`src/eeprom_shifter_pkg.sv`:
```
// constants and types shared by the three-wire eeprom shifter
package eeprom_shifter_pkg;
    // serial clock derived from the system clock
    localparam int unsigned CLK_HZ       = 10_000_000;
    localparam int unsigned SCK_KHZ      = 500;
    localparam int unsigned SCK_HALF_CYC = CLK_HZ / (2 * SCK_KHZ * 1000);
    localparam logic [3:0]  HALF_LAST    = 4'(SCK_HALF_CYC - 1);

    // interface selection value that enables three-wire mode
    localparam logic [1:0] PORT_SEL_3WIRE = 2'h3;

    // control register field positions
    localparam int unsigned CTL_WFR_BIT  = 7;
    localparam int unsigned CTL_BUSY_BIT = 6;
    localparam int unsigned CTL_HIZ_BIT  = 5;
    localparam int unsigned CTL_RD_BIT   = 4;
    localparam int unsigned CTL_CNT_MSB  = 3;
    localparam int unsigned CTL_CNT_LSB  = 0;
    localparam logic [3:0]  MAX_BITS     = 4'h8;

    // values after reset
    localparam logic [7:0] CTRL_RESET = 8'h00;
    localparam logic [7:0] DATA_RESET = 8'h00;
    localparam logic       CS_RESET   = 1'b0;

    // command queue: control byte over data byte
    localparam int unsigned CMD_W      = 16;
    localparam int unsigned CMD_DEPTH  = 8;
    localparam int unsigned CMD_CTL_LO = 8;

    typedef enum logic [3:0] {
        ST_IDLE = 4'b0001,
        ST_LOW  = 4'b0010,
        ST_HIGH = 4'b0100,
        ST_WAIT = 4'b1000
    } shift_state_type;
endpackage

```
`src/cmd_fifo.sv`:
```
// small synchronous fifo with valid/ready on both sides
module cmd_fifo #(
    parameter int unsigned WIDTH = 16,
    parameter int unsigned DEPTH = 8
) (
    // clock and reset
    input  wire logic             clk_sys_i,
    input  wire logic             rst_i,
    // fill side
    input  wire logic             in_valid_i,
    output logic                  in_ready_o,
    input  wire logic [WIDTH-1:0] in_data_i,
    // drain side
    output logic                  out_valid_o,
    input  wire logic             out_ready_i,
    output logic      [WIDTH-1:0] out_data_o
);
    localparam int unsigned AW = $clog2(DEPTH);

    logic [WIDTH-1:0] mem_ff [DEPTH];
    logic [AW:0]      wr_ptr_ff;
    logic [AW:0]      rd_ptr_ff;
    logic             push;
    logic             pop;

    // extra pointer bit tells full from empty
    assign out_valid_o = wr_ptr_ff != rd_ptr_ff;
    assign in_ready_o  = (wr_ptr_ff[AW-1:0] != rd_ptr_ff[AW-1:0]) || (wr_ptr_ff[AW] == rd_ptr_ff[AW]);
    assign push        = in_valid_i && in_ready_o;
    assign pop         = out_valid_o && out_ready_i;
    assign out_data_o  = mem_ff[rd_ptr_ff[AW-1:0]];

    always_ff @(posedge clk_sys_i) begin
        if (push) begin
            mem_ff[wr_ptr_ff[AW-1:0]] <= in_data_i;
        end
    end

    always_ff @(posedge clk_sys_i) begin
        if (rst_i) begin
            wr_ptr_ff <= '0;
            rd_ptr_ff <= '0;
        end else begin
            if (push) begin
                wr_ptr_ff <= wr_ptr_ff + 1'b1;
            end
            if (pop) begin
                rd_ptr_ff <= rd_ptr_ff + 1'b1;
            end
        end
    end
endmodule

```
`src/three_wire_eeprom_shifter.sv`:
```
// three-wire serial eeprom shifter with queued control writes
// Functional notes
// - drive a 500 kHz serial clock, share one data line, chip select on an io pin.
// - three-wire mode runs only while interface selection equals 3.
// - each control write accepted by the queue starts one transfer of up to 8 bits.
// - wait-for-ready holds busy after transfer until a rising edge on data.
// - wait-for-ready is ignored when float-after-transfer is clear.
// - control bit 6 reads busy; its fall raises the done interrupt.
// - float bit releases the data driver on the same cycle as the last rising clock.
// - control bit 4 selects read into the data register, else write.
// - bits 3..0 give the clock count, zero through eight.
// - read samples msb first, right-justified into the data register.
// - write sends msb first out of the data register top bit.
// - count zero gives no clocks, only drives or floats the data line.
// - control and data registers are special-function registers of the processor.
module three_wire_eeprom_shifter
    import eeprom_shifter_pkg::*;
(
    // clock and reset
    input  wire logic       clk_sys_i,
    input  wire logic       rst_i,
    // special-function register access
    input  wire logic       sfr_ctrl_wr_i,
    input  wire logic       sfr_data_wr_i,
    input  wire logic [7:0] sfr_wdata_i,
    output logic      [7:0] ctrl_rdata_o,
    output logic      [7:0] data_rdata_o,
    output logic            cmd_ready_o,
    // interface selection and chip select pin
    input  wire logic [1:0] eeprom_port_select_i,
    input  wire logic       cs_wr_i,
    input  wire logic       cs_val_i,
    output logic            general_io_pin_o,
    // serial pins
    output logic            sck_o,
    output logic            serial_data_signal_o,
    output logic            serial_data_signal_oe_n_o,
    input  wire logic       serial_data_line_i,
    // completion event
    output logic            eeprom_done_irq_o
);
    shift_state_type  st_ff;
    logic [7:0]       ctrl_ff;
    logic [7:0]       data_ff;
    logic [7:0]       shreg_ff;
    logic [3:0]       half_ff;
    logic [3:0]       bits_left_ff;
    logic [3:0]       xfer_cnt_ff;
    logic [3:0]       edge_cnt_ff;
    logic             rd_ff;
    logic             hiz_ff;
    logic             wfr_ff;
    logic             sck_ff;
    logic             sd_out_ff;
    logic             sd_oe_n_ff;
    logic             cs_ff;
    logic             busy_prev_ff;
    logic             irq_ff;
    logic             sync1_ff;
    logic             sync2_ff;
    logic             sync3_ff;
    logic             lvl_ff;
    logic             mode_on;
    logic             cmd_valid;
    logic             cmd_pop;
    logic [CMD_W-1:0] cmd;
    logic [7:0]       cmd_ctl;
    logic [3:0]       cmd_cnt;
    logic             sd_now;
    logic             rdy_rise;
    logic             busy;
    logic             half_done;
    logic             xfer_end;

    assign mode_on   = eeprom_port_select_i == PORT_SEL_3WIRE;
    assign cmd_ctl   = cmd[CMD_W-1:CMD_CTL_LO];
    // counts above eight are not allowed; clamp rather than overrun the byte
    assign cmd_cnt   = (cmd_ctl[CTL_CNT_MSB:CTL_CNT_LSB] > MAX_BITS) ? MAX_BITS
                                                                     : cmd_ctl[CTL_CNT_MSB:CTL_CNT_LSB];
    assign cmd_pop   = cmd_valid && mode_on && (st_ff == ST_IDLE);
    assign half_done = half_ff == HALF_LAST;
    assign xfer_end  = mode_on && (st_ff == ST_HIGH) && half_done && (bits_left_ff == 4'h0);
    assign busy      = (st_ff != ST_IDLE) || cmd_valid;

    // queued control writes keep their data byte; full queue refuses writes
    cmd_fifo #(
        .WIDTH (CMD_W),
        .DEPTH (CMD_DEPTH)
    ) u_cmd_fifo (
        .clk_sys_i   (clk_sys_i),
        .rst_i       (rst_i),
        .in_valid_i  (sfr_ctrl_wr_i && mode_on),
        .in_ready_o  (cmd_ready_o),
        .in_data_i   ({sfr_wdata_i, data_ff}),
        .out_valid_o (cmd_valid),
        .out_ready_i (st_ff == ST_IDLE && mode_on),
        .out_data_o  (cmd)
    );

    // data line input: three stages, accepted once stages two and three agree
    always_ff @(posedge clk_sys_i) begin
        if (rst_i) begin
            sync1_ff <= 1'b0;
            sync2_ff <= 1'b0;
            sync3_ff <= 1'b0;
            lvl_ff   <= 1'b0;
        end else begin
            sync1_ff <= serial_data_line_i;
            sync2_ff <= sync1_ff;
            sync3_ff <= sync2_ff;
            if (sync2_ff == sync3_ff) begin
                lvl_ff <= sync2_ff;
            end
        end
    end

    assign sd_now   = (sync2_ff == sync3_ff) ? sync2_ff : lvl_ff;
    assign rdy_rise = (sync2_ff == sync3_ff) && sync2_ff && !lvl_ff;

    // shift sequencer
    always_ff @(posedge clk_sys_i) begin
        if (rst_i) begin
            st_ff        <= ST_IDLE;
            half_ff      <= 4'h0;
            bits_left_ff <= 4'h0;
            xfer_cnt_ff  <= 4'h0;
            shreg_ff     <= DATA_RESET;
            rd_ff        <= 1'b0;
            hiz_ff       <= 1'b0;
            wfr_ff       <= 1'b0;
            sck_ff       <= 1'b0;
            sd_out_ff    <= 1'b0;
            sd_oe_n_ff   <= 1'b1;
        end else if (!mode_on) begin
            // pins are handed back while another interface owns them
            st_ff      <= ST_IDLE;
            half_ff    <= 4'h0;
            sck_ff     <= 1'b0;
            sd_oe_n_ff <= 1'b1;
        end else begin
            case (st_ff)
                ST_IDLE: begin
                    if (cmd_pop) begin
                        rd_ff        <= cmd_ctl[CTL_RD_BIT];
                        hiz_ff       <= cmd_ctl[CTL_HIZ_BIT];
                        wfr_ff       <= cmd_ctl[CTL_WFR_BIT] && cmd_ctl[CTL_HIZ_BIT];
                        xfer_cnt_ff  <= cmd_cnt;
                        bits_left_ff <= cmd_cnt;
                        half_ff      <= 4'h0;
                        shreg_ff     <= cmd_ctl[CTL_RD_BIT] ? 8'h00 : cmd[7:0];
                        sd_out_ff    <= cmd[7];
                        if (cmd_cnt == 4'h0) begin
                            sd_oe_n_ff <= cmd_ctl[CTL_HIZ_BIT];
                            st_ff      <= (cmd_ctl[CTL_WFR_BIT] && cmd_ctl[CTL_HIZ_BIT]) ? ST_WAIT : ST_IDLE;
                        end else begin
                            sd_oe_n_ff <= cmd_ctl[CTL_RD_BIT];
                            st_ff      <= ST_LOW;
                        end
                    end
                end
                ST_LOW: begin
                    half_ff <= half_ff + 4'h1;
                    if (half_done) begin
                        half_ff      <= 4'h0;
                        sck_ff       <= 1'b1;
                        st_ff        <= ST_HIGH;
                        bits_left_ff <= bits_left_ff - 4'h1;
                        if (rd_ff) begin
                            shreg_ff <= {shreg_ff[6:0], sd_now};
                        end
                        if (bits_left_ff == 4'h1 && hiz_ff) begin
                            sd_oe_n_ff <= 1'b1;
                        end
                    end
                end
                ST_HIGH: begin
                    half_ff <= half_ff + 4'h1;
                    if (half_done) begin
                        half_ff <= 4'h0;
                        sck_ff  <= 1'b0;
                        if (bits_left_ff == 4'h0) begin
                            st_ff <= wfr_ff ? ST_WAIT : ST_IDLE;
                            if (!hiz_ff) begin
                                sd_oe_n_ff <= 1'b0;
                            end
                        end else begin
                            st_ff <= ST_LOW;
                            if (!rd_ff) begin
                                shreg_ff  <= {shreg_ff[6:0], 1'b0};
                                sd_out_ff <= shreg_ff[6];
                            end
                        end
                    end
                end
                ST_WAIT: begin
                    // eeprom pulls data high once its internal write finishes
                    if (rdy_rise) begin
                        st_ff <= ST_IDLE;
                    end
                end
                default: begin
                    st_ff <= ST_IDLE;
                end
            endcase
        end
    end

    // register file: control shadow and data register
    always_ff @(posedge clk_sys_i) begin
        if (rst_i) begin
            ctrl_ff <= CTRL_RESET;
            data_ff <= DATA_RESET;
        end else begin
            if (sfr_ctrl_wr_i && mode_on && cmd_ready_o) begin
                ctrl_ff <= sfr_wdata_i;
            end
            // a finishing read wins over a same-cycle processor write
            if (xfer_end && rd_ff) begin
                data_ff <= shreg_ff;
            end else if (sfr_data_wr_i) begin
                data_ff <= sfr_wdata_i;
            end
        end
    end

    // chip select belongs to firmware alone
    always_ff @(posedge clk_sys_i) begin
        if (rst_i) begin
            cs_ff <= CS_RESET;
        end else if (cs_wr_i) begin
            cs_ff <= cs_val_i;
        end
    end

    // completion event on busy falling
    always_ff @(posedge clk_sys_i) begin
        if (rst_i) begin
            busy_prev_ff <= 1'b0;
            irq_ff       <= 1'b0;
        end else begin
            busy_prev_ff <= busy;
            irq_ff       <= busy_prev_ff && !busy;
        end
    end

    // rising clock edges counted per transfer, read only by checks
    always_ff @(posedge clk_sys_i) begin
        if (rst_i || cmd_pop) begin
            edge_cnt_ff <= 4'h0;
        end else if (st_ff == ST_LOW && half_done && mode_on) begin
            edge_cnt_ff <= edge_cnt_ff + 4'h1;
        end
    end

    assign ctrl_rdata_o              = {ctrl_ff[7], busy_prev_ff, ctrl_ff[5:0]};
    assign data_rdata_o              = data_ff;
    assign general_io_pin_o          = cs_ff;
    assign sck_o                     = sck_ff;
    assign serial_data_signal_o      = sd_out_ff;
    assign serial_data_signal_oe_n_o = sd_oe_n_ff;
    assign eeprom_done_irq_o         = irq_ff;

    property p_sck_half;
        @(posedge clk_sys_i) disable iff (rst_i || !mode_on)
        $rose(sck_ff) |-> ##10 $fell(sck_ff);
    endproperty
    a_sck_half: assert property (p_sck_half) else $error("serial clock high time wrong");
    property p_mode_gate;
        @(posedge clk_sys_i) disable iff (rst_i)
        !mode_on ##1 !mode_on |-> !sck_ff && sd_oe_n_ff && st_ff == ST_IDLE;
    endproperty
    a_mode_gate: assert property (p_mode_gate) else $error("shifter active outside three-wire mode");

    property p_write_starts;
        @(posedge clk_sys_i) disable iff (rst_i)
        sfr_ctrl_wr_i && mode_on && cmd_ready_o |-> ##2 (ctrl_rdata_o[CTL_BUSY_BIT] || !mode_on);
    endproperty
    a_write_starts: assert property (p_write_starts) else $error("control write did not raise busy");
    property p_wait_holds;
        @(posedge clk_sys_i) disable iff (rst_i || !mode_on)
        st_ff == ST_WAIT && !rdy_rise |=> st_ff == ST_WAIT;
    endproperty
    a_wait_holds: assert property (p_wait_holds) else $error("ready wait left without rising edge");

    property p_wait_needs_float;
        @(posedge clk_sys_i) disable iff (rst_i)
        st_ff == ST_WAIT |-> hiz_ff;
    endproperty
    a_wait_needs_float: assert property (p_wait_needs_float) else $error("ready wait with float clear");
    property p_irq_on_fall;
        @(posedge clk_sys_i) disable iff (rst_i)
        busy_prev_ff && !busy |=> eeprom_done_irq_o ##1 !eeprom_done_irq_o;
    endproperty
    a_irq_on_fall: assert property (p_irq_on_fall) else $error("done event missing on busy fall");

    property p_float_last;
        @(posedge clk_sys_i) disable iff (rst_i || !mode_on)
        $rose(sck_ff) && bits_left_ff == 4'h0 && hiz_ff |-> sd_oe_n_ff;
    endproperty
    a_float_last: assert property (p_float_last) else $error("data driver not released after last clock");
    property p_read_floats;
        @(posedge clk_sys_i) disable iff (rst_i || !mode_on)
        rd_ff && (st_ff == ST_LOW || sck_ff) |-> sd_oe_n_ff;
    endproperty
    a_read_floats: assert property (p_read_floats) else $error("data line driven during read");

    property p_clock_count;
        @(posedge clk_sys_i) disable iff (rst_i)
        xfer_end |=> edge_cnt_ff == xfer_cnt_ff && edge_cnt_ff <= MAX_BITS;
    endproperty
    a_clock_count: assert property (p_clock_count) else $error("clock pulse count differs from count");
    property p_read_lands;
        @(posedge clk_sys_i) disable iff (rst_i)
        xfer_end && rd_ff |=> data_ff == $past(shreg_ff);
    endproperty
    a_read_lands: assert property (p_read_lands) else $error("read data not stored");

    property p_write_msb;
        @(posedge clk_sys_i) disable iff (rst_i || !mode_on)
        st_ff == ST_LOW && !rd_ff |-> sd_out_ff == shreg_ff[7] && !sd_oe_n_ff;
    endproperty
    a_write_msb: assert property (p_write_msb) else $error("write bit not taken from msb");
    property p_zero_count;
        @(posedge clk_sys_i) disable iff (rst_i || !mode_on)
        cmd_pop && cmd_cnt == 4'h0 |=> !sck_ff && sd_oe_n_ff == $past(cmd_ctl[CTL_HIZ_BIT]);
    endproperty
    a_zero_count: assert property (p_zero_count) else $error("zero count transfer misbehaved");

    property p_cs_firmware;
        @(posedge clk_sys_i) disable iff (rst_i)
        !cs_wr_i |=> $stable(general_io_pin_o);
    endproperty
    a_cs_firmware: assert property (p_cs_firmware) else $error("chip select moved without firmware write");
endmodule

```
`config.mk`:
```
export PLATFORM = sky130hd
export DESIGN_NAME = three_wire_eeprom_shifter
export DESIGN_NICKNAME = d
export VERILOG_FILES = /design/src/eeprom_shifter_pkg.sv /design/src/cmd_fifo.sv /design/src/three_wire_eeprom_shifter.sv
export SDC_FILE = /design/constraint.sdc
export NUM_CORES = 1
export LEC_CHECK = 0
export BUFFER_PORTS_ARGS = -buffer_cell sky130_fd_sc_hd__buf_2
export CORE_UTILIZATION = 40
export DETAILED_ROUTE_END_ITERATION = 12
export PLACE_DENSITY = 0.66
export RECOVER_POWER = 50
export SLEW_MARGIN = 10
export SYNTH_ARGS = -nofsm -noshare
export SYNTH_HDL_FRONTEND = slang
export SYNTH_SLANG_ARGS = --single-unit
export TNS_END_PERCENT = 20
```
`constraint.sdc`:
```
create_clock -name clk_sys_i -period 2.92 [get_ports clk_sys_i]
set_input_delay 0.292 -clock clk_sys_i [delete_from_list [all_inputs] [get_ports clk_sys_i]]
set_output_delay 0.292 -clock clk_sys_i [all_outputs]
set_load 0.05 [all_outputs]
```
# After elaboration in Yosys (flattened, before gate mapping)
# Memory sizes are Yosys's and may differ from the RTL's. A register that Yosys moved wholly into a read port is not among the register bits.
# Index checks and enable logic that the tools add are counted.
dict set report classes {
  add_sub_neg 4
  order_cmp 1
  eq_ne 22
  mux 47
  bitwise_logic 1
  reduce_logical 37
}
# op n
set ops {}
lappend ops {{2-to-1 mux 8 bit} 9}
lappend ops {{2-to-1 mux 4 bit} 13}
lappend ops {{case mux 8 bit (3 select lines)} 1}
lappend ops {{!= test 2 bit, second input constant} 9}
lappend ops {{2-to-1 mux 1 bit} 16}
lappend ops {{case mux 4 bit (2 select lines)} 2}
lappend ops {{case mux 4 bit (4 select lines)} 1}
lappend ops {{logical AND 1 bit} 15}
lappend ops {{adder 4 x 1 -> 4 bit, second input constant} 3}
lappend ops {{nonzero test 2 bit} 5}
lappend ops {{== test 4 x 1 -> 1 bit, second input constant} 2}
lappend ops {{== test 4 bit, second input constant} 2}
lappend ops {{logical NOT 4 bit} 2}
lappend ops {{AND reduction 4 bit} 2}
lappend ops {{AND reduction 8 bit} 1}
lappend ops {{AND reduction 7 bit} 1}
lappend ops {{2-to-1 mux 3 bit} 2}
lappend ops {{AND reduction 3 bit} 2}
lappend ops {{AND reduction 6 bit} 1}
lappend ops {{== test 4 x 2 -> 1 bit, second input constant} 1}
lappend ops {{== test 4 x 3 -> 1 bit, second input constant} 1}
lappend ops {{greater-than comparator 4 bit, second input constant} 1}
lappend ops {{!= test 4 x 1 -> 1 bit, second input constant} 1}
lappend ops {{!= test 4 bit} 1}
lappend ops {{other kinds (13)} 18}
dict set report word_totals {
  ff_bits 57
  mem_bits_rw 128
  input_bits 17
  out_inout_bits 22
  wordCells 134
  memories 1
}
# memory words width rd rd_ports_with_merged_regs write_ports line_no
set mem_list {}
lappend mem_list {u_cmd_fifo.mem_ff 8 16 1 1 1 cmd_fifo.sv:20} ;# logic [WIDTH-1:0] mem_ff [DEPTH];

# Depth between registers and ports, before layout
dict set report depth {
  depth_word 6
  mapped_depth 8
  mapped_depth_nobuf 7
}

# Modules after synthesis
# From an unflattened synthesis, not the netlist that was laid out.
dict set report hier_totals {
  hier_cells 548
  hier_area_um2 7945.1
}
# module n_inst cells_per_inst area_per_inst_um2 seq_area_each_um2
set by_module_without_submodules {}
lappend by_module_without_submodules {cmd_fifo 1 270 5561.6 4063.9}
lappend by_module_without_submodules {three_wire_eeprom_shifter 1 278 2383.5 960.9}

# Worst setup path before layout
# OpenSTA, ideal clock, no wires.
dict set report synth_timing {
  path_kind {register to register}
  start {register u_cmd_fifo.wr_ptr_ff[2]}
  end {memory u_cmd_fifo.mem_ff[1][0], enable pin}
  setup_time_ns 0.406
  arrival_ns 2.527
  required_time_ns 2.514
  setup_slack_ns -0.013
  stages_incl_launch_ff 7
  path_buffers 2
  synth_period_minus_slack_ns 2.933
  path_cell_list {dfxtp_1 clkbuf_1 xnor2_1 a41oi_1 buf_2 nand2_1 nor3_1}
}
dict set report synth_between {
  elab_chain_cells 5
}
# item line_no
set synth_rtl {}
lappend synth_rtl {{start: declaration} cmd_fifo.sv:21} ;# logic [AW:0] wr_ptr_ff;
lappend synth_rtl {{start signal: assignment} cmd_fifo.sv:45} ;# wr_ptr_ff <= wr_ptr_ff + 1'b1;
lappend synth_rtl {{!= test 3 bit} cmd_fifo.sv:28} ;# assign in_ready_o = (wr_ptr_ff[AW-1:0] != rd_ptr_ff[AW-1:0]) || (wr_ptr_ff[AW] == rd_ptr_ff[AW]);
lappend synth_rtl {{logical OR 1 bit} cmd_fifo.sv:28}
lappend synth_rtl {{logical AND 1 bit} cmd_fifo.sv:29} ;# assign push = in_valid_i && in_ready_o;
lappend synth_rtl {{2-to-1 mux 1 bit} cmd_fifo.sv:34} ;# if (push) begin
lappend synth_rtl {{2-to-1 mux 1 bit (not written as such)} cmd_fifo.sv:35} ;# mem_ff[wr_ptr_ff[AW-1:0]] <= in_data_i;
lappend synth_rtl {{end: declaration} cmd_fifo.sv:20}
# Parallel ways exist; a longest one is shown, timed or not.

# Worst setup path in the final report
dict set report layout_timing {
  start {register st_ff[1]}
  end {register sd_oe_n_ff (netlist: serial_data_signal_oe_n_o)}
}
dict set report layout_between {
  elab_chain_cells 4
  word_cells_on_any_way 13
  cone_classes {eq/ne: 9; mux: 1; reduce/logical: 3}
}
# item line_no
set layout_rtl {}
lappend layout_rtl {{start: declaration} three_wire_eeprom_shifter.sv:42} ;# shift_state_type st_ff;
lappend layout_rtl {{start signal: assignment} three_wire_eeprom_shifter.sv:154} ;# st_ff <= (cmd_ctl[CTL_WFR_BIT] && cmd_ctl[CTL_HIZ_BIT]) ? ST_WAIT : ST_IDLE;
lappend layout_rtl {{start signal: assignment} three_wire_eeprom_shifter.sv:182} ;# st_ff <= wfr_ff ? ST_WAIT : ST_IDLE;
lappend layout_rtl {{== test 4 x 1 -> 1 bit} {three_wire_eeprom_shifter.sv:80, three_wire_eeprom_shifter.sv:141}}
lappend layout_rtl {{logical AND 1 bit} three_wire_eeprom_shifter.sv:80} ;# assign cmd_pop = cmd_valid && mode_on && (st_ff == ST_IDLE);
lappend layout_rtl {{!= test 2 bit (no line)} --}
lappend layout_rtl {{AND reduction 7 bit (no line)} --}
lappend layout_rtl {{end signal: assignment} three_wire_eeprom_shifter.sv:153} ;# sd_oe_n_ff <= cmd_ctl[CTL_HIZ_BIT];
lappend layout_rtl {{end signal: assignment} three_wire_eeprom_shifter.sv:156} ;# sd_oe_n_ff <= cmd_ctl[CTL_RD_BIT];
lappend layout_rtl {{end: declaration} three_wire_eeprom_shifter.sv:55} ;# logic sd_oe_n_ff;
# Parallel ways exist; a longest one is shown, timed or not.
# A chain may end at the register's enable or synchronous reset.

==> metrics.txt <==
Synth cell types 57; GRT Residual Overflow 0; Reg-to-Reg Start st_ff[1]; most frequent cell after synthesis edfxtp_1; Post-synth EDFFs 120; Critical Path End Type flop; share of cells above drive strength 1 0.180; maxcap violations 0; Die H between 100 and 150 um; Critical Path Start st_ff[1]; Post-Syn Nets roughly 530; initial drt markers about 320; I/O Buffers 38; total iterations of the first detailed-routing run 6; static leakage between 2 and 3 nW; final period utilization 0.866; Gates resized, CTS repair 0; Post-synth top flop edfxtp_1; crit path kind flop to flop; Synth area leader edfxtp_1; HPWL Detailed roughly 9.9 mm; fin cells 797; cells after synthesis between 500 and 600; fin. max-slew vios 0; post-synthesis sequential area ratio 0.646; number of synthesized register bits 179; Avg Synthesized Cell Area approximately 15 um^2; Critical Path Start Type flop; CTS tree done; Fmax 0.395 GHz; die footprint between 15000 and 20000 um^2; Sequential Area 4790 um^2; Slew HR 0.155; share of synthesized flip-flops with an asynchronous set or reset 0; top-area cell type share of the netlist area 0.487; unrepaired setup endpoints after global routing false; placed cell count between 700 and 800; Worst Tran Pin Value 1.27 ns; largest stage delay on the critical path approximately 0.64 ns; total track usage 0.169; slowest CP cell or4b_1; synthesized area between 7000 and 8000 um^2; # rows 49; initial antenna violation count 1; Final Hold Vio Count 0; Routed Antenna Nets 0; Tmin final roughly 2.5 ns; setup repair bufs after CTS 0; first-pass GRT wire length 24.6 mm; Hold Crit Class input pin to flop; critical hold path startpoint serial_data_line_i; hold_buf cts 0; CTS buffer count 17; WP buf/inv 0; IO Pins 39; Root Buffer clkbuf_16; ranking of synthesized cells by area edfxtp_1, dfxtp_1, mux4_2; Tot Pwr 5.26 mW; Syn. warnings 0; Commonest cells post-synth edfxtp_1, dfxtp_1, nor2_1, mux2i_1, mux4_2; status complete, no violations; core region area ~18000 um^2; Die X about 140 um; Arr. time, crit path 2.84 ns; Min Hold Slack roughly 0.10 ns; area of the multi-input gates around 2400 um^2; Top delay family on crit path simple AND/OR/NAND/NOR gates; # clock sinks roughly 180; fillers between 1500 and 2000; Final GP Congestion 0.887; Reg clk slew, reported paths around 0.070 ns; worst-path fanout max 8; initial core utilization 0.411; via count roughly 4400; worst path cell trace or4b_1, a41oi_1, a22oi_2, or4_1, o32a_1; vias in the first global route ~4400; Core Util, Final 0.468; post-DR vias/cell about 5.5; Clock Skew between 0.01 and 0.015 ns; Max clock buf depth 2; VDD IR-drop max a little over 0.0004 V; Clk Latency, worst-skew pair around 0.42 ns; CTS H-tree lvls 4; DRC 0; TNS Setup 0 ns; WL final between 15 and 20 mm; largest net degree at the start of global routing 27; Setup-failing EPs final 0; Req. time, crit path around 3.2 ns; WL/cell around 20 um; Layout area overhead 13.9%; PwrDens 624 nW/um^2; final net count just under 600
## flip-flops by register name, indices dropped and copies added (netlist names), 4 cells and up, named ones only
| name | flops |
|---|---|
| bits_left_ff | 4 |
| ctrl_ff | 7 |
| data_rdata_o | 8 |
| half_ff | 4 |
| shreg_ff | 8 |
| st_ff | 4 |
| u_cmd_fifo.mem_ff | 120 |
| u_cmd_fifo.rd_ptr_ff | 4 |
| u_cmd_fifo.wr_ptr_ff | 4 |
## cell usage in the layout, fill, tap and decap left out, types with 2 or more instances in the layout
cell,Yosys,layout
xor2_1,6,6
buf_2,6,9
inv_6,0,6
xnor2_1,5,5
buf_4,1,16
mux2i_1,32,32
nand2_1,23,23
dfxtp_1,59,58
o21ai_0,9,9
or4b_1,2,2
nor3b_1,3,3
a31oi_1,3,3
a221oi_1,7,7
a32o_1,2,2
nor2_1,49,49
and3b_1,2,2
a21oi_1,10,10
clkinv_4,0,2
nor3_2,0,2
ha_1,7,7
clkbuf_16,0,17
nor3_1,18,16
bufinv_16,0,2
nand4_1,4,4
nand3b_1,2,2
mux2_2,4,4
o211ai_1,2,2
nor2b_1,4,4
a211oi_1,20,20
inv_1,13,13
edfxtp_1,120,120
nand2b_1,6,6
nor4b_1,3,3
mux4_2,30,30
clkbuf_1,19,33
nand3_1,6,6
and2_1,4,4
## final timing paths
path	end	slack, ns	cells past startpoint
worst min-delay path	sync1_ff	0.10	2
worst min register to register	sync2_ff	0.45	1
worst max-delay path	serial_data_signal_oe_n_o	0.39	5
worst max register to register	serial_data_signal_oe_n_o	0.39	5
## cell families after synthesis
logic type                 after synthesis  share of synthesized area
xor gates and xnor gates                11                     0.0130
adders and majority gates                7                     0.0118
and+or+nand+nor                        134                     0.0930
buffers and inverters                   44                     0.0259
AOI/OAI and AO/OA                       68                     0.0695
muxes                                   66                      0.141
DFF                                    179                      0.646
## stage by stage
| step | cell area [um^2] | worst slack, ns |
|---|---|---|
| 2_1_floorplan | 7410 | 0.205 |
| 3_3_place_gp | 7910 | 0.487 |
| 3_5_place_dp | 7910 | 0.399 |
| 4_1_cts | 8490 | 0.376 |
| 5_1_grt | 8430 | 0.210 |
| 6_report | 8430 | 0.390 |
## layout make-up
class | count | area share
diodes | 1 | 0.000297
clock buffers | 19 | 0.0513
clock inverters | 13 | 0.0178
inverters | 13 | 0.00579
multi-input cells | 286 | 0.288
flip-flops and latches | 179 | 0.567
well taps | 229 | 0.0340
repair buffers | 57 | 0.0358
## report_power, final
part / switching (mW) / internal [mW]
clock network: 0.987 / 1.28
logic: 0.150 / 0.0788
registers: 0.0333 / 2.73
total: 1.17 / 4.09
## layer usage
| layer | vias up | share of wire | global-route usage |
|---|---|---|---|
| met4 | 0 | 0.015 | 0.0625 |
| met2 | 132 | 0.49 | 0.273 |
| li1 | 2046 | - | - |
| met3 | 16 | 0.048 | 0.0430 |
| met1 | 2218 | 0.45 | 0.220 |
| met5 | - | 0 | 0 |
Note: power is estimated with default switching activity, not from simulation.
